[config.mk]
export PLATFORM = sky130hd
export DESIGN_NAME = bsfc_top
export DESIGN_NICKNAME = d
export VERILOG_FILES = /design/src/design/bsfc_pkg.sv /design/src/design/bsfc_filter.sv /design/src/design/bsfc_top.sv
export VERILOG_INCLUDE_DIRS = /design/src /design/src/design
export SDC_FILE = /design/constraint.sdc
export NUM_CORES = 1
export LEC_CHECK = 0
export BUFFER_PORTS_ARGS = -buffer_cell sky130_fd_sc_hd__buf_2
export CAP_MARGIN = 30
export CORE_MARGIN = 5
export CORE_UTILIZATION = 55
export CTS_BUF_LIST = sky130_fd_sc_hd__clkbuf_4
export CTS_CLUSTER_SIZE = 24
export DETAILED_ROUTE_END_ITERATION = 10
export PLACE_DENSITY = 0.77
export SLEW_MARGIN = 25
export SYNTH_ARGS = -nofsm -noshare
export SYNTH_HDL_FRONTEND = slang
export SYNTH_HIERARCHICAL = 1
export SYNTH_SLANG_ARGS = --single-unit
[constraint.sdc]
create_clock -name clock -period 5.6 [get_ports clock]
set_clock_uncertainty 0.2 [all_clocks]
set_input_delay 1.12 -clock clock [delete_from_list [all_inputs] [get_ports clock]]
set_output_delay 1.12 -clock clock [all_outputs]
set_load 0.005 [all_outputs]
[src/design/bsfc_cfg.svh]
/*
 Constants for the backup supervisor and fault control block: timing figures,
 derived cycle counts and the APB register map.
 Assumes a 25 MHz block clock; includers use the macros by name.
*/
// Operation
// - Filter 5.5%/9% comparators: rise 6us, fall 2us
// - Filter boost comparator: rise 6us, fall 20us
// - Rail above -5.5% in backup ends boost, recharges
// - Main sense above backup rail ends backup
// - Backup indicator drives external pass switch
// - Boost stops only at cycle end; the code stops it at once on a fault or lockout
// - Overload keeps issuing high-current pulses
// - Rail below -9% over 7.5us: lockout
// - Resets stay valid down to 1V
// - Cell below 0.9V over 20us in backup: lockout
// - Low-cell lockout only between 0.25V and 0.9V
// - Cell below 0.25V for 2s: lockout
// - Low-cell warning when cell below 1V
// - Warning forced off during trickle charge
// - Charge phase limited to 14us
// - Discharge phase limited to 10us
// - Over-temperature forces lockout
// - Rail below -7% enters backup, boost on
// - Resets held 200ms after recovery threshold
`ifndef BSFC_CFG_SVH
`define BSFC_CFG_SVH

// ==========================================================================
// Timing
// ==========================================================================
`define BSFC_CLK_HZ         25000000
`define BSFC_T_RISE_NS      6000
`define BSFC_T_FALL_NS      2000
`define BSFC_T_BFALL_NS     20000
`define BSFC_T_UV_NS        7500
`define BSFC_T_CELL_NS      20000
`define BSFC_T_CHG_NS       14000
`define BSFC_T_DIS_NS       10000
`define BSFC_T_HARD_MS      2000
`define BSFC_T_HOLD_MS      200
`define BSFC_CYC_NS         (1000000000 / `BSFC_CLK_HZ)
`define BSFC_CYC_UP(ns)     (((ns) + `BSFC_CYC_NS - 1) / `BSFC_CYC_NS)
`define BSFC_CYC_DN(ns)     ((ns) / `BSFC_CYC_NS)
`define BSFC_N_RISE         `BSFC_CYC_UP(`BSFC_T_RISE_NS)
`define BSFC_N_FALL         `BSFC_CYC_UP(`BSFC_T_FALL_NS)
`define BSFC_N_BFALL        `BSFC_CYC_UP(`BSFC_T_BFALL_NS)
`define BSFC_N_UV           `BSFC_CYC_UP(`BSFC_T_UV_NS)
`define BSFC_N_CELL         `BSFC_CYC_UP(`BSFC_T_CELL_NS)
`define BSFC_N_CHG          `BSFC_CYC_DN(`BSFC_T_CHG_NS)
`define BSFC_N_DIS          `BSFC_CYC_DN(`BSFC_T_DIS_NS)
`define BSFC_N_HARD         (`BSFC_T_HARD_MS * (`BSFC_CLK_HZ / 1000))
`define BSFC_N_HOLD         (`BSFC_T_HOLD_MS * (`BSFC_CLK_HZ / 1000))

// ==========================================================================
// Register map (byte addresses)
// ==========================================================================
`define BSFC_ADDR_CTRL      12'h000
`define BSFC_ADDR_STATUS    12'h004
`define BSFC_CTRL_RESET     32'h00000001
`define BSFC_CTRL_USE_PS    0
`define BSFC_CTRL_TRICKLE   1

`endif

[src/design/bsfc_pkg.sv]
/*
 Types for the backup supervisor and fault control block.
 Assumes bsfc_cfg.svh for numeric constants.
*/
package bsfc_pkg;

   // Raw comparator outputs from the analog front end
   typedef struct packed {
      logic rail_ok;      // Rail above rated minus 5.5%
      logic rail_boost;   // Rail above rated minus 7%
      logic rail_uv_ok;   // Rail above rated minus 9%
      logic rail_alive;   // Rail above 1V
      logic main_above;   // Main sense above backup rail plus 2.5%
      logic cell_lt_0v9;  // Cell sense below 0.9V
      logic cell_lt_0v25; // Cell sense below 0.25V
      logic cell_lt_1v;   // Cell voltage below 1V
      logic over_temp;    // Die over 155 C
      logic ind_peak;     // Inductor current reached its limit
      logic ind_zero;     // Inductor current back at zero
   } bsfc_cmp_t;

   typedef enum logic [3:0] {
      BSFC_NORMAL = 4'b0001,
      BSFC_BACKUP = 4'b0010,
      BSFC_LOCK   = 4'b0100,
      BSFC_HOLD   = 4'b1000
   } bsfc_mode_t;

   typedef enum logic [2:0] {
      BSFC_SW_IDLE   = 3'b001,
      BSFC_SW_CHARGE = 3'b010,
      BSFC_SW_DISCH  = 3'b100
   } bsfc_sw_t;

endpackage : bsfc_pkg

[src/design/bsfc_filter.sv]
/*
 Asymmetric delay filter: the output follows the input only after the input
 has held its new level for the rise or fall count.
 Assumes the input is already synchronous to clock.
*/
`timescale 1ns/10ps
`default_nettype none
module bsfc_filter
#(
   parameter int RISE_N = 150,
   parameter int FALL_N = 50,
   parameter int W      = 10
)
(
   // Clock and reset
   input  wire logic clock,
   input  wire logic rst_n,
   // Level
   input  wire logic din,
   output var  logic dout
);
   logic [W-1:0] cnt_q;
   logic [W-1:0] cnt_d;
   logic         out_q;
   logic         out_d;

   always_comb
   begin
      cnt_d = '0;
      out_d = out_q;
      if (din != out_q)
      begin
         cnt_d = cnt_q + W'(1);
         if (cnt_q >= (din ? W'(RISE_N - 1) : W'(FALL_N - 1)))
         begin
            out_d = din;
            cnt_d = '0;
         end
      end
   end

   always_ff @(posedge clock or negedge rst_n)
   begin
      if (!rst_n)
      begin
         cnt_q <= '0;
         out_q <= 1'b0;
      end
      else
      begin
         cnt_q <= cnt_d;
         out_q <= out_d;
      end
   end

   assign dout = out_q;
endmodule : bsfc_filter
`default_nettype wire

[src/design/bsfc_top.sv]
/*
 Supervisor and fault control of a single-cell backup supply: comparator
 filtering, backup entry and exit, boost switch timing, lockout and resets.
 Assumes analog comparators arrive asynchronously and an APB master on clock.
*/
// Local design decisions: the register addresses and the APB register port.
`include "bsfc_cfg.svh"
`timescale 1ns/10ps
`default_nettype none
module bsfc_top
   import bsfc_pkg::*;
#(
   parameter int HARD_N = `BSFC_N_HARD,
   parameter int HOLD_N = `BSFC_N_HOLD
)
(
   // Clock and reset
   input  wire logic        clock,
   input  wire logic        rst_n,
   // APB slave
   input  wire logic        psel,
   input  wire logic        penable,
   input  wire logic        pwrite,
   input  wire logic [11:0] paddr,
   input  wire logic [31:0] pwdata,
   output var  logic [31:0] prdata,
   output var  logic        pready,
   output var  logic        pslverr,
   // Analog comparators
   input  wire bsfc_cmp_t   cmp_in,
   // Controls
   output var  logic        backup_n,
   output var  logic        boost_low_on,
   output var  logic        boost_high_on,
   output var  logic        high_current,
   output var  logic        recharge,
   output var  logic        undervoltage_lockout,
   output var  logic        reset_out,
   output var  logic        reset_out_n,
   output var  logic        low_cell_warning
);
   // =======================================================================
   // Input synchronisers
   // =======================================================================
   bsfc_cmp_t s1_q;
   bsfc_cmp_t s2_q;
   always_ff @(posedge clock or negedge rst_n)
   begin
      if (!rst_n)
      begin
         s1_q <= '0;
         s2_q <= '0;
      end
      else
      begin
         s1_q <= cmp_in;
         s2_q <= s1_q;
      end
   end

   // =======================================================================
   // Comparator filters
   // =======================================================================
   logic f_ok;
   logic f_boost;
   logic f_uvok;
   bsfc_filter #(.RISE_N(`BSFC_N_RISE), .FALL_N(`BSFC_N_FALL), .W(10)) u_ok
   (
      .clock (clock),
      .rst_n (rst_n),
      .din   (s2_q.rail_ok),
      .dout  (f_ok)
   );
   bsfc_filter #(.RISE_N(`BSFC_N_RISE), .FALL_N(`BSFC_N_FALL), .W(10)) u_uv
   (
      .clock (clock),
      .rst_n (rst_n),
      .din   (s2_q.rail_uv_ok),
      .dout  (f_uvok)
   );
   bsfc_filter #(.RISE_N(`BSFC_N_RISE), .FALL_N(`BSFC_N_BFALL), .W(10)) u_bst
   (
      .clock (clock),
      .rst_n (rst_n),
      .din   (s2_q.rail_boost),
      .dout  (f_boost)
   );

   // =======================================================================
   // APB registers
   // =======================================================================
   logic [1:0] ctrl_q;
   logic [1:0] ctrl_d;
   logic [31:0] rdata_q;
   logic [31:0] rdata_d;
   logic        rdy_q;
   logic        rdy_d;
   logic        err_q;
   logic        err_d;
   bsfc_mode_t  mode_q;
   bsfc_mode_t  mode_d;
   bsfc_sw_t    sw_q;
   bsfc_sw_t    sw_d;

   wire use_ps  = ctrl_q[`BSFC_CTRL_USE_PS];
   wire trickle = ctrl_q[`BSFC_CTRL_TRICKLE];
   wire setup   = psel && !penable && !rdy_q;

   always_comb
   begin
      ctrl_d  = ctrl_q;
      rdata_d = rdata_q;
      rdy_d   = 1'b0;
      err_d   = 1'b0;
      if (setup)
      begin
         rdy_d = 1'b1;
         if (paddr == `BSFC_ADDR_CTRL)
         begin
            rdata_d = {30'h0, ctrl_q};
         end
         else if (paddr == `BSFC_ADDR_STATUS)
         begin
            rdata_d = {21'h0, boost_high_on, boost_low_on, high_current,
                       low_cell_warning, reset_out, undervoltage_lockout, !backup_n, mode_q};
         end
         else
         begin
            err_d   = 1'b1;
            rdata_d = 32'h00000000;
         end
         if (pwrite)
            rdata_d = 32'h00000000;
      end
      // A write lands only at the access edge, where pready is sampled high
      if (psel && penable && rdy_q && pwrite && (paddr == `BSFC_ADDR_CTRL))
         ctrl_d = pwdata[1:0];
   end

   // =======================================================================
   // Fault timers and mode machine
   // =======================================================================
   logic [9:0]  uv_cnt_q;
   logic [9:0]  uv_cnt_d;
   logic [9:0]  cell_cnt_q;
   logic [9:0]  cell_cnt_d;
   logic [31:0] long_cnt_q;
   logic [31:0] long_cnt_d;
   logic [31:0] hold_cnt_q;
   logic [31:0] hold_cnt_d;
   logic        boost_en;
   logic        fault;

   wire in_backup = (mode_q == BSFC_BACKUP);
   wire low_band  = s2_q.cell_lt_0v9 && !s2_q.cell_lt_0v25;

   always_comb
   begin
      uv_cnt_d   = 10'h000;
      cell_cnt_d = 10'h000;
      long_cnt_d = 32'h00000000;
      if (!f_uvok && (mode_q != BSFC_LOCK))
         uv_cnt_d = (uv_cnt_q == 10'h3FF) ? uv_cnt_q : uv_cnt_q + 10'h001;
      if (in_backup && low_band)
         cell_cnt_d = (cell_cnt_q == 10'h3FF) ? cell_cnt_q : cell_cnt_q + 10'h001;
      if (s2_q.cell_lt_0v25 && (mode_q != BSFC_LOCK))
         long_cnt_d = long_cnt_q + 32'h00000001;
      fault = (uv_cnt_q >= 10'(`BSFC_N_UV))
            || (cell_cnt_q >= 10'(`BSFC_N_CELL))
            || (long_cnt_q >= 32'(HARD_N))
            || s2_q.over_temp;
   end

   always_comb
   begin
      mode_d     = mode_q;
      hold_cnt_d = 32'h00000000;
      case (mode_q)
         BSFC_NORMAL:
         begin
            if (fault)
               mode_d = BSFC_LOCK;
            else if (!f_boost)
               mode_d = BSFC_BACKUP;
         end
         BSFC_BACKUP:
         begin
            if (fault)
               mode_d = BSFC_LOCK;
            else if (f_ok || (use_ps && s2_q.main_above))
               mode_d = BSFC_NORMAL;
         end
         BSFC_LOCK:
         begin
            if (f_ok && !s2_q.over_temp)
               mode_d = BSFC_HOLD;
         end
         BSFC_HOLD:
         begin
            hold_cnt_d = hold_cnt_q + 32'h00000001;
            if (!f_ok || s2_q.over_temp)
               mode_d = BSFC_LOCK;
            else if (hold_cnt_q >= 32'(HOLD_N - 1))
               mode_d = BSFC_NORMAL;
         end
         default:
            mode_d = BSFC_LOCK;
      endcase
   end

   // =======================================================================
   // Boost switch sequencing
   // =======================================================================
   logic [9:0] ph_cnt_q;
   logic [9:0] ph_cnt_d;
   logic [1:0] pulse_q;
   logic [1:0] pulse_d;
   logic       hi_q;
   logic       hi_d;

   // Boost runs only in backup below the filtered boost threshold
   assign boost_en = in_backup && !f_boost && !fault;

   always_comb
   begin
      sw_d     = sw_q;
      ph_cnt_d = ph_cnt_q + 10'h001;
      pulse_d  = pulse_q;
      hi_d     = hi_q;
      case (sw_q)
         BSFC_SW_IDLE:
         begin
            ph_cnt_d = 10'h000;
            if (f_boost || !in_backup)
            begin
               pulse_d = 2'b00;
               hi_d    = 1'b0;
            end
            if (boost_en)
               sw_d = BSFC_SW_CHARGE;
         end
         BSFC_SW_CHARGE:
         begin
            // Charge limit keeps switching at reduced output
            if (s2_q.ind_peak || (ph_cnt_q >= 10'(`BSFC_N_CHG - 1)))
            begin
               sw_d     = BSFC_SW_DISCH;
               ph_cnt_d = 10'h000;
            end
         end
         BSFC_SW_DISCH:
         begin
            // A cycle completes unless a fault or lockout cuts it short, so no energy is left in the inductor
            if (s2_q.ind_zero || (ph_cnt_q >= 10'(`BSFC_N_DIS - 1)))
            begin
               ph_cnt_d = 10'h000;
               if (pulse_q != 2'b10)
                  pulse_d = pulse_q + 2'b01;
               if (pulse_q == 2'b01)
                  hi_d = 1'b1;
               sw_d = boost_en ? BSFC_SW_CHARGE : BSFC_SW_IDLE;
            end
         end
         default:
            sw_d = BSFC_SW_IDLE;
      endcase
      // Lockout stops the switches at once; any other end of boost waits for the cycle end
      if (fault || (mode_q == BSFC_LOCK))
      begin
         sw_d     = BSFC_SW_IDLE;
         ph_cnt_d = 10'h000;
      end
   end

   // =======================================================================
   // State registers and outputs
   // =======================================================================
   always_ff @(posedge clock or negedge rst_n)
   begin
      if (!rst_n)
      begin
         ctrl_q     <= 2'(`BSFC_CTRL_RESET);
         rdata_q    <= 32'h00000000;
         rdy_q      <= 1'b0;
         err_q      <= 1'b0;
         mode_q     <= BSFC_LOCK;
         sw_q       <= BSFC_SW_IDLE;
         uv_cnt_q   <= 10'h000;
         cell_cnt_q <= 10'h000;
         long_cnt_q <= 32'h00000000;
         hold_cnt_q <= 32'h00000000;
         ph_cnt_q   <= 10'h000;
         pulse_q    <= 2'b00;
         hi_q       <= 1'b0;
         backup_n             <= 1'b1;
         boost_low_on         <= 1'b0;
         boost_high_on        <= 1'b0;
         high_current         <= 1'b0;
         recharge             <= 1'b0;
         undervoltage_lockout <= 1'b1;
         reset_out            <= 1'b1;
         reset_out_n          <= 1'b0;
         low_cell_warning     <= 1'b0;
      end
      else
      begin
         ctrl_q     <= ctrl_d;
         rdata_q    <= rdata_d;
         rdy_q      <= rdy_d;
         err_q      <= err_d;
         mode_q     <= mode_d;
         sw_q       <= sw_d;
         uv_cnt_q   <= uv_cnt_d;
         cell_cnt_q <= cell_cnt_d;
         long_cnt_q <= long_cnt_d;
         hold_cnt_q <= hold_cnt_d;
         ph_cnt_q   <= ph_cnt_d;
         pulse_q    <= pulse_d;
         hi_q       <= hi_d;
         // Low-going indicator also gates the external pass switch on
         backup_n             <= (mode_d != BSFC_BACKUP);
         boost_low_on         <= (sw_d == BSFC_SW_CHARGE);
         boost_high_on        <= (sw_d == BSFC_SW_DISCH);
         high_current         <= hi_d;
         recharge             <= (mode_q == BSFC_BACKUP) && (mode_d == BSFC_NORMAL);
         undervoltage_lockout <= (mode_d == BSFC_LOCK);
         // Resets held through lockout and hold; the logic runs down to 1V
         reset_out            <= (mode_d == BSFC_LOCK) || (mode_d == BSFC_HOLD);
         reset_out_n          <= !((mode_d == BSFC_LOCK) || (mode_d == BSFC_HOLD));
         low_cell_warning     <= s2_q.cell_lt_1v && !trickle;
      end
   end

   assign prdata  = rdata_q;
   assign pready  = rdy_q;
   assign pslverr = err_q;
endmodule : bsfc_top
`default_nettype wire

==> results.yml <==
power:
  comb_power_share_pct: 5.7
  internal_power_mw: 1.579
  power_frac_clock_pct: 30.8
  power_density_mw_per_mm2: 222.6
  peakVddDrop_v: 0.0001857
  swShare_pct: 25.15
  switchingPower_uw: 530.6
  pwr-share-seq_pct: 63.5
  leakagePower_nw: 4.170
  finalPower_mw: 2.110
worst_setup_path:
  crit_chain: "buf_2"
  critPathKind: "reg2out"
  critPathMaxFanout: 2
  cp_top_family: "flip-flops"
  cp.arrival_ns: 1.23
  crit_slowest_cell: "dfstp_2"
  start_kind: "flop"
  critPathMaxStageDelay_ns: 0.58
  path_buf_inv: 1
  endpoint_kind: "output port"
  cp.required_ns: 4.28
timing:
  fin_crit_sh_pct: 45.55
  setup_violations: 0
  timing.setup.tns_ns: 0
  maxSlewViolCount: 0
  relSlewSlack_pct: 43.49
  setup_ws_ns: 3.049
  grt_setup_unrepaired: "no"
  max_clock_freq_mhz: 392.0
  period_needed_ns: 2.551
  worst_pin_slew_ns: 0.8476
  hold_viol_final: 0
detailed_routing:
  drtIter0Drc: 335
  drt_wl_total_um: 15540
  firstDrtPassIters: 5
  via_per_inst: 5.369
  drc: 0
  postRouteAntennaNets: 0
  avgRoutedWirePerCell_um: 13.62
  num_vias: 6126
global_route:
  gr-total-overflow: 0
  grt_pass1_wl_um: 27020
  gr-usage-all-layers_pct: 17.71
  antenna_found_initial: 0
  grt_pass1_vias: 5907
  grt_max_degree: 111
placement:
  hpwl_um: 11010
  numPortBuffers: 50
  preCtsSetupSlack_ns: 2.508
  routabilityCongestion: 0.8088
synthesis:
  synth.avg_cell_area_um2: 10.31
  syn_inst: 857
  synth_edf_count: 0
  ys_seq_area_share_pct: 51.07
  yosys.cell_types.count: 78
  synth_area_mm2: 0.008835
  async_flop_share_pct: 100.0
  ys_ff_latch: 180
  yosysWarnings: 6
  synth_flop_cell: "dfrtp_1"
cts:
  h-tree-depth: 4
  post_cts_resized: 0
  root_buffer: "clkbuf_4"
  clk_pin_slew_ns: 0.13
  clk_path_buf_depth: 2
  clock_latency_ns: 0.56
  hold_buffers: 0
  cts_tree: "done"
  post_cts_buffers: 0
  cts.sinks: 180
  numCtsBuffers: 17
die:
  core_mm2: 0.01583
  rows: 46
  die_w_um: 136.7
  die_area_mm2: 0.01870
  initial_core_util_pct: 55.82
  io_pins: 103
  die_y_um: 136.7
finish:
  fin_nets: 1002
  area_delta_synth_final_pct: 7.279
  drive_gt1_share_pct: 13.30
  antenna_cells: 0
job:
  drv_cap: 0
hold_path:
  min_path_type: "reg2reg"
status:
  outcome: "completed"
through the flow:
stage | utilization (%) | std cells | hold WS [ns] | area, µm²
after floorplan | - | 877 | 0.1312 | 8910
after global placement | 58.20 | 1107 | 0.1328 | 9211
after detailed placement | 58.20 | 1107 | 0.1356 | 9211
after CTS | 59.76 | 1139 | 0.1674 | 9459
after global routing | 59.88 | 1141 | 0.1693 | 9478
final | 59.88 | 1141 | 0.1654 | 9478
logic make-up (layout without fill, tap and decap cells):
| family | count (synthesis) | count (layout) | synth area share, % |
|---|---|---|---|
| AND/OR/NAND/NOR | 383 | 383 | 22.86 |
| multiplexers | 11 | 11 | 1.317 |
| AO/OA/AOI/OAI | 88 | 88 | 7.407 |
| buffers and inverters | 76 | 124 | 4.447 |
| adder cells (fa/ha/maj) | 30 | 30 | 4.249 |
| other | 3 | 23 | 0.1275 |
| flip-flops | 180 | 180 | 51.07 |
| XOR/XNOR | 86 | 86 | 8.526 |
power groups by stage:
stage	combinational [mW]	clock, mW	sequential, mW
final	0.120	0.650	1.34
after floorplan	0.0792	0	1.36
after detailed placement	0.121	0	1.36
after global placement	0.118	0	1.36
after CTS	0.122	0.676	1.34
after global routing	0.140	0.733	1.34
placed cells by master, fill, tap and decap left out, drive strengths merged, types with 7 or more instances in the layout:
cell type	instances
and3	18
conb	23
nand2	50
nand4	27
xor2	57
xnor2	29
buf	53
inv	39
clkinv	8
nor3b	7
nor3	34
a22o	9
nand3	56
nor4	12
or3	8
o211ai	8
nand2b	9
and4	12
a21oi	16
a31oi	8
dfrtp	174
clkbuf	20
o21ai	18
ha	30
nor2	121
registers in the layout, summed over array words and instances (netlist names), 2 cells and up:
name,cells
sw_q,3
pulse_q,2
s2_q,10
prdata,11
long_cnt_q,32
cell_cnt_q,10
u_uv/cnt_q,10
uv_cnt_q,10
ctrl_q,2
s1_q,10
ph_cnt_q,10
mode_q,4
u_ok/cnt_q,10
u_bst/cnt_q,10
hold_cnt_q,32
Yosys cell counts, types with 14 or more instances:
library cell / number / area [µm²]
a21oi_1: 14 / 70.07
and3_1: 14 / 87.58
buf_4: 23 / 172.7
dfrtp_1: 174 / 4354
ha_1: 30 / 375.4
inv_1: 37 / 138.9
nand2_1: 50 / 187.7
nand3_1: 55 / 275.3
nand4_1: 26 / 162.7
nor2_1: 120 / 450.4
nor3_1: 32 / 160.2
o21ai_0: 14 / 70.07
xnor2_1: 29 / 254.0
xor2_1: 57 / 499.2
final timing paths:
kind                       cells after the start              endpoint                  from  slack [ns]
setup / recovery                               1  undervoltage_lockout  undervoltage_lockout        3.05
hold / removal                                 0               s2_q[9]               s1_q[9]        0.17
setup reg to reg                               5           ph_cnt_q[6]        long_cnt_q[28]        3.14
hold reg to reg                                0               s2_q[9]               s1_q[9]        0.17
max in group asynchronous                      2  undervoltage_lockout                 rst_n        3.72
min in group asynchronous                      1           ph_cnt_q[8]                 rst_n        0.43
layout make-up:
| class | count | area, µm² |
|---|---|---|
| timing repair buffer | 55 | 297.8 |
| fill | 1352 | 6350 |
| inverter | 37 | 138.9 |
| multi-input combinational | 621 | 4011 |
| clock inverter | 14 | 112.6 |
| tap | 216 | 270.3 |
| clock buffer | 18 | 135.1 |
| sequential | 180 | 4512 |
metal layers:
metal / vias to the layer above / routed length (µm) / global-route usage [%]
li1: 3060 / - / -
met1: 2969 / 7312 / 23.62
met2: 89 / 7624 / 29.35
met3: 8 / 462 / 3.897
met4: 0 / 138 / 4.871
met5: - / 0 / 0
No activity file was read; power rests on OpenSTA's default activity.
